===== config.mk =====
export PLATFORM = sky130hd
export DESIGN_NAME = ppfm_port_mux
export DESIGN_NICKNAME = d
export VERILOG_FILES = /design/src/ppfm_pkg.sv /design/src/ppfm_port_mux.sv /design/src/ppfm_sync.sv
export SDC_FILE = /design/constraint.sdc
export NUM_CORES = 1
export LEC_CHECK = 0
export ABC_CLOCK_PERIOD_IN_PS = 4300
export BUFFER_PORTS_ARGS = -buffer_cell sky130_fd_sc_hd__buf_4
export CORE_MARGIN = 5
export CORE_UTILIZATION = 25
export DETAILED_ROUTE_END_ITERATION = 16
export PLACE_DENSITY = 0.55
export REMOVE_ABC_BUFFERS = 1
export SETUP_SLACK_MARGIN = 0.2
export SLEW_MARGIN = 20
export SYNTH_ARGS = -nofsm -noshare
export SYNTH_HDL_FRONTEND = slang
export SYNTH_SLANG_ARGS = --single-unit

===== constraint.sdc =====
create_clock -name clk -period 4.3 [get_ports clk]
set_input_delay 0.215 -clock clk [delete_from_list [all_inputs] [get_ports clk]]
set_output_delay 0.215 -clock clk [all_outputs]
set_load 0.03 [all_outputs]

===== src/ppfm_pkg.sv =====
package ppfm_pkg;

    // Special-function register addresses of the port bank.
    localparam logic [7:0] PPFM_ADDR_PORT0_DATA = 8'h80;
    localparam logic [7:0] PPFM_ADDR_PORT1_DATA = 8'h90;
    localparam logic [7:0] PPFM_ADDR_PORT2_DATA = 8'ha0;
    localparam logic [7:0] PPFM_ADDR_PERIPHERAL_LOCATION = 8'hf1;
    localparam logic [7:0] PPFM_ADDR_ANALOG_INPUT_ENABLE = 8'hf2;
    localparam logic [7:0] PPFM_ADDR_PORT0_FUNCTION_SELECT = 8'hf3;
    localparam logic [7:0] PPFM_ADDR_PORT1_FUNCTION_SELECT = 8'hf4;

    // Reset values.
    localparam logic [7:0] PPFM_RST_PORT01_DATA = 8'hff;
    localparam logic [7:0] PPFM_RST_PORT2_DATA = 8'h1f;
    localparam logic [7:0] PPFM_RST_ZERO = 8'h00;

    // Writable bit masks.
    localparam logic [7:0] PPFM_MASK_PORT2 = 8'h1f;
    localparam logic [7:0] PPFM_MASK_LOCATION = 8'h73;

    // Field positions in the peripheral location register.
    localparam int PPFM_BIT_TIMER_ONE = 6;
    localparam int PPFM_BIT_TIMER_THREE = 5;
    localparam int PPFM_BIT_TIMER_FOUR = 4;
    localparam int PPFM_BIT_SERIAL_ONE = 1;
    localparam int PPFM_BIT_SERIAL_ZERO = 0;

    // Port 2 pin positions.
    localparam int PPFM_P2_TRIGGER = 0;
    localparam int PPFM_P2_DEBUG_DATA = 1;
    localparam int PPFM_P2_DEBUG_CLOCK = 2;
    localparam int PPFM_P2_XTAL_A = 3;
    localparam int PPFM_P2_XTAL_B = 4;

    // Port 1 pins shared by timer 1 placement two and timer 4 placement one.
    localparam logic [7:0] PPFM_P1_T4_ALT1_PINS = 8'h03;

    // Port 0 priority field encodings.
    typedef enum logic [1:0] {
        PPFM_PRI_SERIAL_ZERO = 2'h0,
        PPFM_PRI_SERIAL_ONE = 2'h1,
        PPFM_PRI_TIMER1_CH01 = 2'h2,
        PPFM_PRI_TIMER1_CH2 = 2'h3
    } ppfm_p0_pri_t;

    // Register bus request.
    typedef struct packed {
        logic wr;
        logic rd;
        logic [7:0] addr;
        logic [7:0] wdata;
    } ppfm_sfr_req_t;

    // Per-port pin control carried to the pads.
    typedef struct packed {
        logic [7:0] periph;
        logic [7:0] analog;
        logic [7:0] pull_up;
        logic [7:0] out_val;
    } ppfm_pin_ctl_t;

endpackage


===== src/ppfm_port_mux.sv =====
`timescale 1ns/1ps
// Overview of operation
// - Location bits place timers and serial units.
// - Timer 4 wins shared port 1 pins when the timer priority bit is set, timer 1 is at placement two and timer 4 at placement one.
// - Analog enable bit makes port 0 pin analog.
// - Analog enable register resets to zero.
// - Analog enable overrides port 0 function select.
// - Port 2 pins 1,2 carry debug data/clock.
// - Debug ignores select; drives data when returning.
// - Oscillator select low gives pins 3,4 crystal.
// - In reset all pins inputs with pull-up, except port 2 pins 3,4 while oscillator select is low.
// - Port 0,1 data eight bits, reset 0xff.
// - Port 2 data five bits, reset 0x1f.
// - Port 0,1 function select reset zero.
// - Port 0 priority field orders conflicting peripherals.
// - Timer priority bit resets to timer 1.
module ppfm_port_mux
    import ppfm_pkg::*;
(
    input wire logic clk,
    input wire logic reset_n,
    input wire ppfm_sfr_req_t sfr_req,
    input wire logic bit_wr,
    input wire logic [2:0] bit_sel,
    input wire logic bit_val,
    output logic [7:0] sfr_rdata,
    output logic sfr_hit,
    input wire logic [7:0] port0_pin_in,
    input wire logic [7:0] port1_pin_in,
    input wire logic [4:0] port2_pin_in,
    input wire logic [4:0] port2_function_select,
    input wire logic [4:0] port2_direction,
    input wire logic [1:0] port_zero_priority_field,
    input wire logic timer1_vs_timer4_priority,
    input wire logic low_freq_osc_select,
    input wire logic debug_active,
    input wire logic debug_data_out,
    input wire logic debug_data_drive,
    output logic debug_data_in,
    output logic debug_clock_in,
    output logic adc_trigger,
    output logic timer_one_placement,
    output logic timer_three_placement,
    output logic timer_four_placement,
    output logic serial_one_placement,
    output logic serial_zero_placement,
    output logic [1:0] port0_owner_pri,
    output logic port1_timer4_owns,
    output ppfm_pin_ctl_t port0_ctl,
    output ppfm_pin_ctl_t port1_ctl,
    output ppfm_pin_ctl_t port2_ctl,
    output logic [7:0] port0_sync,
    output logic [7:0] port1_sync
);
    logic [7:0] port0_data_r;
    logic [7:0] port1_data_r;
    logic [7:0] port2_data_r;
    logic [7:0] location_r;
    logic [7:0] analog_r;
    logic [7:0] port0_function_select_r;
    logic [7:0] port1_function_select_r;
    logic [7:0] rdata_r;
    logic [4:0] port2_sync;

    // Merges a byte write or a single-bit write into a register.
    function automatic logic [7:0] ppfm_merge(input logic [7:0] cur, input logic byte_wr,
                                              input logic one_bit, input logic [2:0] idx,
                                              input logic v, input logic [7:0] wd,
                                              input logic [7:0] mask);
        logic [7:0] res;
        res = cur;
        if (byte_wr) begin
            res = wd;
        end
        if (one_bit) begin
            res[idx] = v;
        end
        return res & mask;
    endfunction

    // Address decode.
    wire sel_p0 = sfr_req.addr == PPFM_ADDR_PORT0_DATA;
    wire sel_p1 = sfr_req.addr == PPFM_ADDR_PORT1_DATA;
    wire sel_p2 = sfr_req.addr == PPFM_ADDR_PORT2_DATA;
    wire sel_loc = sfr_req.addr == PPFM_ADDR_PERIPHERAL_LOCATION;
    wire sel_adc = sfr_req.addr == PPFM_ADDR_ANALOG_INPUT_ENABLE;
    wire sel_s0 = sfr_req.addr == PPFM_ADDR_PORT0_FUNCTION_SELECT;
    wire sel_s1 = sfr_req.addr == PPFM_ADDR_PORT1_FUNCTION_SELECT;
    wire wr = sfr_req.wr;
    wire bw = bit_wr;
    assign sfr_hit = sel_p0 | sel_p1 | sel_p2 | sel_loc | sel_adc | sel_s0 | sel_s1;

    // Next values; data ports are bit-addressable, port 2 keeps five bits.
    // A byte write and a bit write in one cycle merge with the bit on top, so
    // a read-modify-write from the core never loses the addressed bit.
    // The configuration registers take byte writes only.
    wire [7:0] p0_nxt = ppfm_merge(port0_data_r, wr & sel_p0, bw & sel_p0, bit_sel, bit_val,
                                   sfr_req.wdata, 8'hff);
    wire [7:0] p1_nxt = ppfm_merge(port1_data_r, wr & sel_p1, bw & sel_p1, bit_sel, bit_val,
                                   sfr_req.wdata, 8'hff);
    wire [7:0] p2_nxt = ppfm_merge(port2_data_r, wr & sel_p2, bw & sel_p2, bit_sel, bit_val,
                                   sfr_req.wdata, PPFM_MASK_PORT2);
    wire [7:0] loc_nxt = ppfm_merge(location_r, wr & sel_loc, 1'b0, bit_sel, bit_val,
                                    sfr_req.wdata, PPFM_MASK_LOCATION);
    wire [7:0] adc_nxt = (wr & sel_adc) ? sfr_req.wdata : analog_r;
    wire [7:0] s0_nxt = (wr & sel_s0) ? sfr_req.wdata : port0_function_select_r;
    wire [7:0] s1_nxt = (wr & sel_s1) ? sfr_req.wdata : port1_function_select_r;

    // Read data selection; unmapped addresses read zero.
    wire [7:0] rd_nxt = sel_p0 ? port0_sync :
                        sel_p1 ? port1_sync :
                        sel_p2 ? {3'h0, port2_sync} :
                        sel_loc ? location_r :
                        sel_adc ? analog_r :
                        sel_s0 ? port0_function_select_r :
                        sel_s1 ? port1_function_select_r : PPFM_RST_ZERO;

    // Register bank.
    always_ff @(posedge clk or negedge reset_n) begin
        if (!reset_n) begin
            port0_data_r <= PPFM_RST_PORT01_DATA;
            port1_data_r <= PPFM_RST_PORT01_DATA;
            port2_data_r <= PPFM_RST_PORT2_DATA;
            location_r <= PPFM_RST_ZERO;
            analog_r <= PPFM_RST_ZERO;
            port0_function_select_r <= PPFM_RST_ZERO;
            port1_function_select_r <= PPFM_RST_ZERO;
            rdata_r <= PPFM_RST_ZERO;
        end else begin
            port0_data_r <= p0_nxt;
            port1_data_r <= p1_nxt;
            port2_data_r <= p2_nxt;
            location_r <= loc_nxt;
            analog_r <= adc_nxt;
            port0_function_select_r <= s0_nxt;
            port1_function_select_r <= s1_nxt;
            rdata_r <= sfr_req.rd ? rd_nxt : rdata_r;
        end
    end

    assign sfr_rdata = rdata_r;

    // Pin level synchronisers.
    // Each pin passes two flip-flops before any logic here reads it.
    ppfm_sync #(.WIDTH(8)) u_sync0 (
        .clk(clk), .reset_n(reset_n), .async_in(port0_pin_in), .sync_out(port0_sync)
    );
    ppfm_sync #(.WIDTH(8)) u_sync1 (
        .clk(clk), .reset_n(reset_n), .async_in(port1_pin_in), .sync_out(port1_sync)
    );
    ppfm_sync #(.WIDTH(5)) u_sync2 (
        .clk(clk), .reset_n(reset_n), .async_in(port2_pin_in), .sync_out(port2_sync)
    );

    // Placement outputs.
    // A cleared bit keeps placement one, a set bit moves the unit to placement two.
    assign timer_one_placement = location_r[PPFM_BIT_TIMER_ONE];
    assign timer_three_placement = location_r[PPFM_BIT_TIMER_THREE];
    assign timer_four_placement = location_r[PPFM_BIT_TIMER_FOUR];
    assign serial_one_placement = location_r[PPFM_BIT_SERIAL_ONE];
    assign serial_zero_placement = location_r[PPFM_BIT_SERIAL_ZERO];

    // Priority resolution; the priority sources reset to zero outside.
    assign port0_owner_pri = port_zero_priority_field;
    assign port1_timer4_owns = timer1_vs_timer4_priority & !timer_four_placement
                               & timer_one_placement;
    wire [7:0] p1_timer4 = port1_timer4_owns ? PPFM_P1_T4_ALT1_PINS : 8'h00;

    // Port 0: analog wins over function select.
    assign port0_ctl.analog = analog_r;
    assign port0_ctl.periph = port0_function_select_r & ~analog_r;
    assign port0_ctl.pull_up = ~analog_r;
    assign port0_ctl.out_val = port0_data_r;

    // Port 1 has no analog use, so every pin keeps its pull-up.
    // The timer 4 claim adds no pins of its own: a pin becomes a peripheral
    // pin only through its select bit, and the claim decides which unit
    // drives it, as port1_timer4_owns tells the timers.
    assign port1_ctl.analog = 8'h00;
    assign port1_ctl.periph = port1_function_select_r | (port1_function_select_r & p1_timer4);
    assign port1_ctl.pull_up = 8'hff;
    assign port1_ctl.out_val = port1_data_r;

    // Port 2: debug and crystal override register settings.
    // The debug override wins over the select; the crystal override wins over both.
    wire xtal = !low_freq_osc_select;
    logic [7:0] p2_periph;
    logic [7:0] p2_analog;
    always_comb begin
        p2_periph = {3'h0, port2_function_select};
        p2_analog = 8'h00;
        if (debug_active) begin
            p2_periph[PPFM_P2_DEBUG_DATA] = 1'b0;
            p2_periph[PPFM_P2_DEBUG_CLOCK] = 1'b0;
        end
        if (xtal) begin
            p2_periph[PPFM_P2_XTAL_A] = 1'b0;
            p2_periph[PPFM_P2_XTAL_B] = 1'b0;
            p2_analog[PPFM_P2_XTAL_A] = 1'b1;
            p2_analog[PPFM_P2_XTAL_B] = 1'b1;
        end
    end
    assign port2_ctl.periph = p2_periph;
    assign port2_ctl.analog = p2_analog;
    assign port2_ctl.pull_up = ~p2_analog;
    // Debug data pin output is driven by the debug unit only while it returns data.
    assign port2_ctl.out_val = (debug_active & debug_data_drive) ?
        {port2_data_r[7:2], debug_data_out, port2_data_r[0]} : port2_data_r;
    assign debug_data_in = port2_sync[PPFM_P2_DEBUG_DATA];
    assign debug_clock_in = port2_sync[PPFM_P2_DEBUG_CLOCK];
    // Trigger only meaningful as plain input; direction kept by software.
    assign adc_trigger = port2_sync[PPFM_P2_TRIGGER] & !port2_function_select[PPFM_P2_TRIGGER]
                         & !port2_direction[PPFM_P2_TRIGGER];

    // direction registers live outside; at reset all selects and analog
    // bits are zero and pull_up is set, leaving every pin an input with pull-up.
    // If the oscillator select rests low after reset, pins 3 and 4 of port 2
    // go to the crystal at once and lose their pull-ups.
    // Read data of the data ports is the synchronised pin level, so a value
    // written to an output pin shows up two cycles later, never at once.
endmodule


===== src/ppfm_sync.sv =====
`timescale 1ns/1ps
// Two-stage synchroniser for pin levels.
module ppfm_sync
    import ppfm_pkg::*;
#(
    parameter int WIDTH = 8
) (
    input wire logic clk,
    input wire logic reset_n,
    input wire logic [WIDTH-1:0] async_in,
    output logic [WIDTH-1:0] sync_out
);
    logic [WIDTH-1:0] meta_r;
    logic [WIDTH-1:0] sync_r;

    // The first stage feeds only the second stage.
    always_ff @(posedge clk or negedge reset_n) begin
        if (!reset_n) begin
            meta_r <= '0;
            sync_r <= '0;
        end else begin
            meta_r <= async_in;
            sync_r <= meta_r;
        end
    end

    assign sync_out = sync_r;
endmodule


==> run metrics, run 1 <==
Max Fclk=approximately 440 MHz; Final period util=around 53%; Critical Path Start=sfr_req[13]; Port Buffers=between 150 and 200; GPL Wtd Cong=just over 0.8; CTS root buffer=clkbuf_16; initial antenna violation count=0; Post-Syn Instances=428; CP Class=primary input to flip-flop; share of layout cells above drive strength 1=between 40% and 50%; via/cell ratio=about 4.5; Avg Inst Size Synth=roughly 12 sq um; Power Dens Cells=roughly 340 nW/um^2; cells along the critical path=buf_4, nand4_1, nor2_1, nor4b_2, mux2_2; Levels on crit path=5; dpl cells=a little over 800; Final Hold Vio Count=0; vias in the first global route=~3800; CP max stage cell=nor4b_2; Final nets=around 640; post-route insts no fill=844; outcome=finished clean; Final Setup Violations=0; total CTS buffers=9; Initial Util=~25%; Buf+Inv Stages, Crit Path=1; setup TNS=0 ns; critical path capture point type=flip-flop; startpoint types=primary input; mapped cell area=~5000 sq um; H-tree depth=3; Seq/Total Area, Yosys=50.97%; CP top delay family=simple AND/OR/NAND/NOR gates; Slew HR=between 30% and 40%; hold path start=sfr_req[3]; Iter 0 DRT Violations=241; clk buf depth=2; worst reg2reg path depth=4; ant diodes=0; # clock sinks=100; die width=150.9 microns; drt first pass iters=5; number of gates resized after cts=0; detailed placer's ending HPWL=about 12 mm; DRC Markers=0; largest net degree at the start of global routing=60; YS warnings=0; Routed Antenna Nets=0; first-pass GRT wire length=roughly 23 mm; share of the synthesized area in the top cell type=between 30% and 40%; skew final=roughly 0.0036 ns; Max VDD drop=about 0.24 mV; DR WL/cell=~18 microns; Reg2Reg Setup Slack=2.93 ns; clk slew on worst S/H paths=0.07 ns; synth unique cells=between 50 and 60; grt ovf=0; RSZ-0062 raised after global routing=no; Final WS setup=roughly 2.0 ns; die area=22760 sq um; top_reg_cell synth=dfrtp_1; TritonCTS clock tree=built; most frequent cells in the layout=buf_4 (154), dfrtp_1 (79), mux2_2 (46), conb_1 (34), dlygate4sd3_1 (22); Setup crit end=analog_r[7]; Hold/Removal Path Class=primary input to flip-flop; CP arrival=approximately 2.5 ns; synth top area cells=dfrtp_1 (40%), dfstp_2 (11%), mux2_2 (10%); worst-margin pin slew=around 1.0 ns; Final Max Tran Viols=0; FF-to-FF Start=analog_r[5]; Area Overhead vs Synth=33.06%; Async SR Flop Fraction=between 90% and 100%; Post-Route WL=15.57 mm; most common cell after layout, fill and taps aside=buf_4; post-place setup slack=between 1.5 and 2 ns; Die H=150.9 microns; Yosys reg bits=100; CORE AREA=approximately 20000 sq um; P_leak=a little over 3 nW; Worst EP required=between 4 and 5 ns; post-layout min period=2.277 ns; Post-synth EDFFs=0; CP max stage delay=slightly above 0.9 ns; Clock Latency Late Sink=0.35 ns; Global Route Usage Sum=13.49%; cell taking the most area after synthesis=dfrtp_1; Rows=51; Via Count=~3800; # IOs=between 150 and 200; Max Cap Viol=0; Crit Reg-Reg Endpoint=sfr_rdata[5]; CP Max Fanout=15
==> flip-flops by register name (all words and copies together) (netlist names), 8 cells and up <==
register / count
port1_data_r: 8
u_sync1.sync_out: 8
u_sync1.meta_r: 8
port0_data_r: 8
u_sync0.sync_out: 8
port1_function_select_r: 8
sfr_rdata: 8
analog_r: 8
u_sync0.meta_r: 8
port0_function_select_r: 8
==> metrics by stage <==
stage          utilization, %  power (mW)  hold WS, ns  instance area (sq um)
2_1_floorplan               -       1.247     -0.08059                   4601
3_3_place_gp            31.18       1.445       0.3240                   6088
3_5_place_dp            31.18       1.453       0.3254                   6088
4_1_cts                 33.81       2.293       0.1732                   6601
5_1_grt                 33.81       2.358       0.1729                   6601
6_report                33.81       2.263       0.1854                   6601
==> what timing repair did <==
action,in CTS,in global routing
setup buffers,0,0
hold endpoints to repair,79,0
hold buffers,22,0
==> routing by layer <==
metal	vias up	wire, microns	track usage (%)
met5	-	0	0
met4	0	236	3.173
met3	17	1151	3.740
met2	183	7736	23.04
met1	1905	6443	16.97
li1	1729	-	-
==> Yosys cell counts, types with 5 or more instances <==
library cell / count
mux2_4: 10
dfstp_2: 21
clkbuf_1: 18
a31oi_1: 7
nor2b_1: 9
nand2b_1: 12
inv_1: 17
nor3b_1: 5
a22o_1: 9
a22oi_1: 8
nand2_1: 16
o221ai_1: 5
mux2_2: 46
dfrtp_1: 79
buf_4: 50
nand3_1: 9
a21oi_1: 20
nor2_1: 16
==> worst min path at each step <==
| stage | end | slack (ns) | cells past startpoint |
|---|---|---|---|
| final | port1_function_select_r[3] | 0.19 | 2 |
| after global routing | port1_function_select_r[7] | 0.17 | 2 |
| after floorplan | analog_r[0] | -0.08 | 0 |
| after global placement | u_sync1.meta_r[3] | 0.32 | 1 |
| after CTS | port0_function_select_r[7] | 0.17 | 2 |
| after detailed placement | u_sync1.meta_r[2] | 0.33 | 1 |
==> area by class of cell <==
type / count / area [sq um]
sequential: 100 / 2529
clock inverter: 4 / 50.05
inverter: 17 / 63.81
multi-input combinational: 271 / 2008
tap: 265 / 331.6
clock buffer: 11 / 242.7
fill: 2002 / 12920
timing repair buffer: 176 / 1376
==> logic make-up (layout without fill, tap and decap cells) <==
family / count (synthesis) / count (layout) / synth area share [%]
buffers and inverters: 89 / 208 / 10.97
XOR/XNOR: 1 / 1 / 0.1766
other: 2 / 34 / 0.1514
multiplexers: 58 / 58 / 13.87
AND/OR/NAND/NOR: 103 / 103 / 12.99
flip-flops: 100 / 100 / 50.97
AO/OA/AOI/OAI: 75 / 75 / 10.87
==> power by group <==
part	total (mW)	internal, mW	switching, mW
clock network	0.814	0.463	0.351
logic	0.418	0.156	0.262
registers	1.03	0.997	0.0334
total	2.26	1.62	0.647
Power figures use the tool's default switching activity.
==> inputs of run 2 (changes only) <==
ABC_AREA = 1   (was unset)
ABC_CLOCK_PERIOD_IN_PS = 2300   (was 4300)
clock period = 2.3 ns   (was 4.3 ns; I/O delays follow)
==> run 2 against run 1 <==
Utilization up 0.96 points. Largest power group unchanged. Non-clock buffer count up 9. Critical path depth up 5. Via count up 5.0%. Sequential power up 88%. Combinational power up 77%. Register-to-register slack worse by 1.8 ns. Clock skew up 0.0014 ns. Synthesized cell count up 33%. Clock power up 86%.
==> run metrics, run 2 <==
outcome=finished clean (unchanged); count leader, synth=nand2_1 (was dfrtp_1); die width=148.0 microns (was 150.9 microns); cell taking the most area after synthesis=dfrtp_1 (unchanged); Final WS setup=0.7051 ns (was 2.023 ns); Avg Inst Size Synth=8.371 sq um (was 11.59 sq um); clk buf depth=2 (unchanged); Clock Latency Late Sink=0.35 ns (about the same); total CTS buffers=9 (unchanged); hold path endpoint=port1_function_select_r[3] (unchanged); Routed Antenna Nets=0 (unchanged); CORE AREA=18710 sq um (was 19530 sq um); detailed placer's ending HPWL=11.20 mm (was 11.93 mm); setup bufs post-CTS=0 (unchanged); most frequent cells in the layout=buf_4 (159), nand2_1 (139), dfrtp_1 (79), inv_1 (77), o21ai_0 (51) (was buf_4 (154), dfrtp_1 (79), mux2_2 (46), conb_1 (34), dlygate4sd3_1 (22)); Crit Reg-Reg Endpoint=sfr_rdata[2] (was sfr_rdata[5]); worst reg2reg path depth=6 (was 4); Global Route Usage Sum=13.03% (was 13.49%); initial antenna violation count=0 (unchanged); synth top area cells=dfrtp_1 (42%), dfstp_2 (12%), nand2_1 (11%) (was dfrtp_1 (40%), dfstp_2 (11%), mux2_2 (10%)); Slew HR=61.35% (was 32.64%); Synth top cells by count=nand2_1 (139), dfrtp_1 (79), inv_1 (77) (was dfrtp_1 (79), buf_4 (50), mux2_2 (46)); WHS Path Cells=3 (was 2); Reg2Reg Setup Slack=1.13 ns (was 2.93 ns); final core occ=34.77% (was 33.81%); CP arrival=1.48 ns (was 2.51 ns); synth unique cells=29 (was 53); xor-xnor portion of the synthesized cell area=0% (was 0.1765%); post-route insts no fill=976 (was 844); Fillers=1961 (was 2002); mapped cell area=4763 sq um (was 4961 sq um); Yosys reg bits=100 (unchanged); Final Max Tran Viols=0 (unchanged); Final period util=between 60% and 70%; mux cell area share after synthesis=0% (was 13.87%); Worst EP required=2.18 ns (was 4.53 ns); CTS root buffer=clkbuf_16 (unchanged); GPL Wtd Cong=0.8005 (was 0.8129); top_reg_cell synth=dfrtp_1 (unchanged); Multi-input gate area=1635 sq um (was 2008 sq um); critical path capture point type=output pin (was flip-flop); Post-Syn Instances=569 (was 428); Max VDD drop=0.3652 mV (was 0.2371 mV); CP max stage delay=0.25 ns (was 0.91 ns); H-tree depth=3 (unchanged); via/cell ratio=4.124 (was 4.543); Max Fclk=roughly 630 MHz; CP top delay family=simple AND/OR/NAND/NOR gates (unchanged); dpl cells=935 (was 807); skew final=0.004947 ns (was 0.003551 ns); CP max stage cell=nand2_1 (was nor4b_2); P_leak=3.315 nW (was 3.051 nW); DR WL/cell=14.79 microns (was 18.45 microns); CP Class=primary input to output pin (was primary input to flip-flop); Final Hold Vio Count=0 (unchanged); Power Dens Cells=642.7 nW/um^2 (was 342.8 nW/um^2); Post-Route WL=14.43 mm (was 15.57 mm); Post-synth EDFFs=0 (unchanged); Final Setup Violations=0 (unchanged); vias in the first global route=4008 (was 3819); CP Max Fanout=6 (was 15); Buf+Inv Stages, Crit Path=4 (was 1); largest net degree at the start of global routing=44 (was 60); first-pass GRT wire length=22.22 mm (was 22.91 mm); Via Count=4025 (was 3834); startpoint types=primary input (unchanged); Port Buffers=152 (unchanged); die area=21910 sq um (was 22760 sq um); Critical Path Most Common Cell=buf_4; RSZ-0062 raised after global routing=no (unchanged); TritonCTS clock tree=built (unchanged); register area=2529 sq um (unchanged); Area Overhead vs Synth=36.54% (was 33.06%); # IOs=195 (unchanged); FF-to-FF Start=analog_r[2] (was analog_r[5]); setup TNS=0 ns (unchanged); # clock sinks=100 (unchanged); clk slew on worst S/H paths=0.07 ns (about the same); Seq/Total Area, Yosys=53.09% (was 50.97%); Iter 0 DRT Violations=178 (was 241); Synth Area in Adders=0% (unchanged); post-synthesis compound-gate area fraction=9.561% (was 10.87%); Synth Area in Simple Gates=22.09% (was 12.99%); Die H=148.0 microns (was 150.9 microns); DRC Markers=0 (unchanged); YS warnings=0 (unchanged); hold path start=sfr_req[3] (unchanged); Max Cap Viol=0 (unchanged); cells along the critical path=buf_4, inv_1, nand2_2, nor3_1, nand2_1, buf_4, nand3_1, nor3_1, nand3_1, buf_4 (was buf_4, nand4_1, nor2_1, nor4b_2, mux2_2); largest family of logic cells by synthesized area=simple AND/OR/NAND/NOR gates (was multiplexers); post-place setup slack=0.4053 ns (was 1.713 ns); grt ovf=0 (unchanged); most common cell after layout, fill and taps aside=buf_4 (unchanged); ant diodes=0 (unchanged); worst-margin pin slew=0.5784 ns (was 1.008 ns); share of the synthesized area in the top cell type=41.50% (was 39.85%); share of layout cells above drive strength 1=29.25% (was 43.70%); Rows=50 (was 51); Hold/Removal Path Class=primary input to flip-flop (unchanged); post-layout min period=roughly 1.6 ns; Final nets=800 (was 638); Async SR Flop Fraction=100.0% (unchanged); Initial Util=25.46% (was 25.41%); drt first pass iters=4 (was 5)
## run 2: through the flow
step | cell area [sq um] | total power [mW] | hold WS [ns]
detailed placement | 5963 | 2.682 | 0.09875
floorplan | 4457 | 2.329 | -0.1806
CTS | 6504 | 4.245 | 0.01822
finish | 6504 | 4.180 | 0.02711
global placement | 5963 | 2.675 | 0.09002
global route | 6504 | 4.368 | 0.05211
## run 2: area by class of cell
| class | instances | area share, % |
|---|---|---|
| sequential | 100 | 38.88 |
| inverter | 78 | 4.502 |
| timing repair buffer | 185 | 22.51 |
| multi-input combinational | 363 | 25.14 |
| clock inverter | 6 | 0.7888 |
| tap | 234 | 4.502 |
| clock buffer | 10 | 3.674 |
## run 2: power by group
part | switching, mW | total [mW] | internal, mW
Clock | 0.722 | 1.51 | 0.784
Sequential | 0.0609 | 1.94 | 1.87
Combinational | 0.479 | 0.739 | 0.260
## run 2: worst register-to-register path, stage by stage, from the launching register on
cell	delay, ns
dfrtp_1	0.43
inv_1	0.14
nor2_1	0.06
nor2_1	0.17
nand4_1	0.13
nand2_1	0.09
nand2_1	0.05
## run 2: layer usage
layer / GRT usage (%) / wire length, microns / share of wire (%) / vias to the layer above
li1: - / - / - / 2030
met1: 16.83 / 6348 / 44 / 1875
met2: 21.83 / 7181 / 50 / 108
met3: 2.575 / 672 / 4.7 / 12
met4: 4.527 / 232 / 1.6 / 0
met5: 0 / 0 / 0 / -
## run 2: how the worst max path moves through the flow
stage,start,end,slack [ns],depth (start not counted)
after global placement,sfr_req[14],port0_data_r[5],0.45,10
final,sfr_req[14],sfr_hit,0.71,10
after detailed placement,sfr_req[14],port0_data_r[5],0.41,10
after floorplan,sfr_req[8],port0_data_r[5],0.68,9
after global routing,sfr_req[14],port0_data_r[5],0.41,10
after CTS,sfr_req[14],sfr_hit,0.66,10
## run 2: kinds of logic after synthesis
family,after synthesis
AOI/OAI and AO/OA,84
buffers and inverters,138
other,2
and+or+nand+nor,245
DFF,100
## run 2: timing repair
item	4_1_cts	5_1_grt
resized for setup	0	0
hold endpoints to repair	48	0
endpoints found under the setup margin	0	0
hold buffers	25	0
==> inputs of run 3 (changes only) <==
ABC_CLOCK_PERIOD_IN_PS = 1550   (was 2300)
clock period = 1.55 ns   (was 2.3 ns; I/O delays follow)
==> run 3 against run 2 <==
Power increased by 49%. Non-clock buffer count increased by 21. Routed wire length increased by 0.67%. Register-to-register slack got worse by 0.70 ns. Utilization increased by 1.2 points. Largest power group unchanged.
==> run metrics, run 3 (synthesized netlist as in run 2, its figures left out) <==
detailed placer's ending HPWL=11.34 mm (was 11.20 mm); Routed Antenna Nets=0 (unchanged); skew final=0.007094 ns (was 0.004947 ns); vias in the first global route=4181 (was 4008); Final Setup Violations=0 (unchanged); Rows=50 (unchanged); # clock sinks=100 (unchanged); H-tree depth=3 (unchanged); Final Max Tran Viols=0 (unchanged); most frequent cells in the layout=buf_4 (176), nand2_1 (137), dfrtp_1 (79), inv_1 (76), o21ai_0 (51) (was buf_4 (159), nand2_1 (139), dfrtp_1 (79), inv_1 (77), o21ai_0 (51)); Max Cap Viol=0 (unchanged); TritonCTS clock tree=built (unchanged); Iter 0 DRT Violations=212 (was 178); Hold/Removal Path Class=primary input to flip-flop (unchanged); Power Dens Cells=925.1 nW/um^2 (was 642.7 nW/um^2); startpoint types=flip-flop (was primary input); Post-Route WL=14.53 mm (was 14.43 mm); Fillers=1909 (was 1961); Area Overhead vs Synth=41.16% (was 36.54%); CTS root buffer=clkbuf_16 (unchanged); Max VDD drop=0.5073 mV (was 0.3652 mV); Slew HR=61.51% (was 61.35%); register area=2529 sq um (unchanged); DR WL/cell=14.57 microns (was 14.79 microns); worst-margin pin slew=0.5730 ns (was 0.5784 ns); Initial Util=25.46% (unchanged); Worst EP required=1.47 ns (was 2.18 ns); share of layout cells above drive strength 1=31.98% (was 29.25%); DRC Markers=0 (unchanged); Top Metal Used=met4 (unchanged); initial antenna violation count=0 (unchanged); Port Buffers=152 (unchanged); Multi-input gate area=1663 sq um (was 1635 sq um); WL met3=795 microns (was 672 microns); post-layout min period=1.319 ns; largest net degree at the start of global routing=35 (was 44); clk buf depth=2 (unchanged); ant diodes=0 (unchanged); worst reg2reg path depth=8 (was 6); setup TNS=0 ns (unchanged); die width=148.0 microns (unchanged); first-pass GRT wire length=22.64 mm (was 22.22 mm); CORE AREA=18710 sq um (unchanged); GPL Wtd Cong=0.8337 (was 0.8005); WL met1=6.230 mm (was 6.348 mm); Clock Latency Late Sink=0.35 ns (about the same); Max Fclk=758.4 MHz; clk slew on worst S/H paths=0.07 ns (about the same); Final period util=between 80% and 90%; WHS Path Cells=3 (unchanged); CP Max Fanout=2 (was 6); Global Route Usage Sum=13.28% (was 13.03%); total CTS buffers=9 (unchanged); Die H=148.0 microns (unchanged); CP arrival=1.24 ns (was 1.48 ns); most common cell after layout, fill and taps aside=buf_4 (unchanged); CP Class=flip-flop to output pin (was primary input to output pin); smallest hold slack=0.02627 ns (was 0.02711 ns); critical path capture point type=output pin (unchanged); met2 wire length=7.162 mm (was 7.181 mm); Final Hold Vio Count=0 (unchanged); P_leak=3.430 nW (was 3.315 nW); Final nets=821 (was 800); die area=21910 sq um (unchanged); grt ovf=0 (unchanged); # IOs=195 (unchanged); via/cell ratio=4.133 (was 4.124); drt first pass iters=4 (unchanged); Via Count=4121 (was 4025); outcome=finished clean (unchanged); RSZ-0062 raised after global routing=yes (was no)
-- run 3: cell count changes in the layout (fill, tap and decap cells not counted), moves of 2 or more --
| cell | before | now |
|---|---|---|
| buf_12 | 1 | 3 |
| buf_4 | 159 | 176 |
| dlygate4sd3_1 | 25 | 27 |
| nand2_1 | 139 | 137 |
| nand2_2 | 7 | 9 |
| nor2_1 | 48 | 45 |
| nor2_2 | 3 | 5 |
| nor3_1 | 10 | 8 |
| nor3_2 | 1 | 3 |
-- run 3: through the flow --
stage / total power [mW] / setup WS (ns) / util (%) / cell area [sq um] / instances
floorplan: 3.455 / -0.02965 / - / 4457 / 541
global placement: 3.989 / 0.05196 / 32.63 / 6103 / 952
detailed placement: 3.997 / 0.04682 / 32.63 / 6103 / 952
CTS: 6.331 / 0.2039 / 35.75 / 6686 / 995
global route: 6.513 / 0.1813 / 35.95 / 6724 / 997
finish: 6.220 / 0.2314 / 35.95 / 6724 / 997
-- run 3: cell type report --
class | instances | area share, %
sequential | 100 | 37.61
multi-input combinational | 363 | 24.73
timing repair buffer | 206 | 24.56
inverter | 78 | 4.354
tap | 234 | 4.354
clock buffer | 10 | 3.554
clock inverter | 6 | 0.8374
-- run 3: where the power goes --
| group | leakage [nW] | total (mW) | switching (mW) | internal, mW |
|---|---|---|---|---|
| Clock | 0.147 | 2.22 | 1.06 | 1.16 |
| Sequential | 1.20 | 2.87 | 0.0876 | 2.78 |
| Combinational | 2.08 | 1.13 | 0.721 | 0.409 |
-- run 3: per-layer routing --
layer	vias up	global-route usage, %
li1	2079	-
met4	0	5.543
met1	1905	16.41
met5	-	0
met3	21	3.127
met2	116	22.29
-- run 3: worst max-delay path: stages (launching register included) --
cell and delay (ns):
dfstp_2 0.54, a21oi_1 0.04, a31oi_1 0.13, buf_4 0.18
-- run 3: what timing repair did --
item / 4_1_cts / 5_1_grt
endpoints found under the hold margin: 84 / 0
endpoints found under the setup margin: 2 / 3
gates resized for setup: 6 / 3
setup buffers: 0 / 2
hold buffers: 27 / 0
-- run 3: worst paths after layout --
kind                                    from                   to  slack, ns
setup / recovery             port2_data_r[1]         port2_ctl[1]       0.23
hold / removal                    sfr_req[0]      port1_data_r[0]       0.03
setup reg to reg                 analog_r[0]         sfr_rdata[0]       0.43
hold reg to reg            u_sync2.meta_r[4]  u_sync2.sync_out[4]       0.35
max in group asynchronous            reset_n      port0_data_r[4]       0.81
min in group asynchronous            reset_n  u_sync0.sync_out[6]       0.16
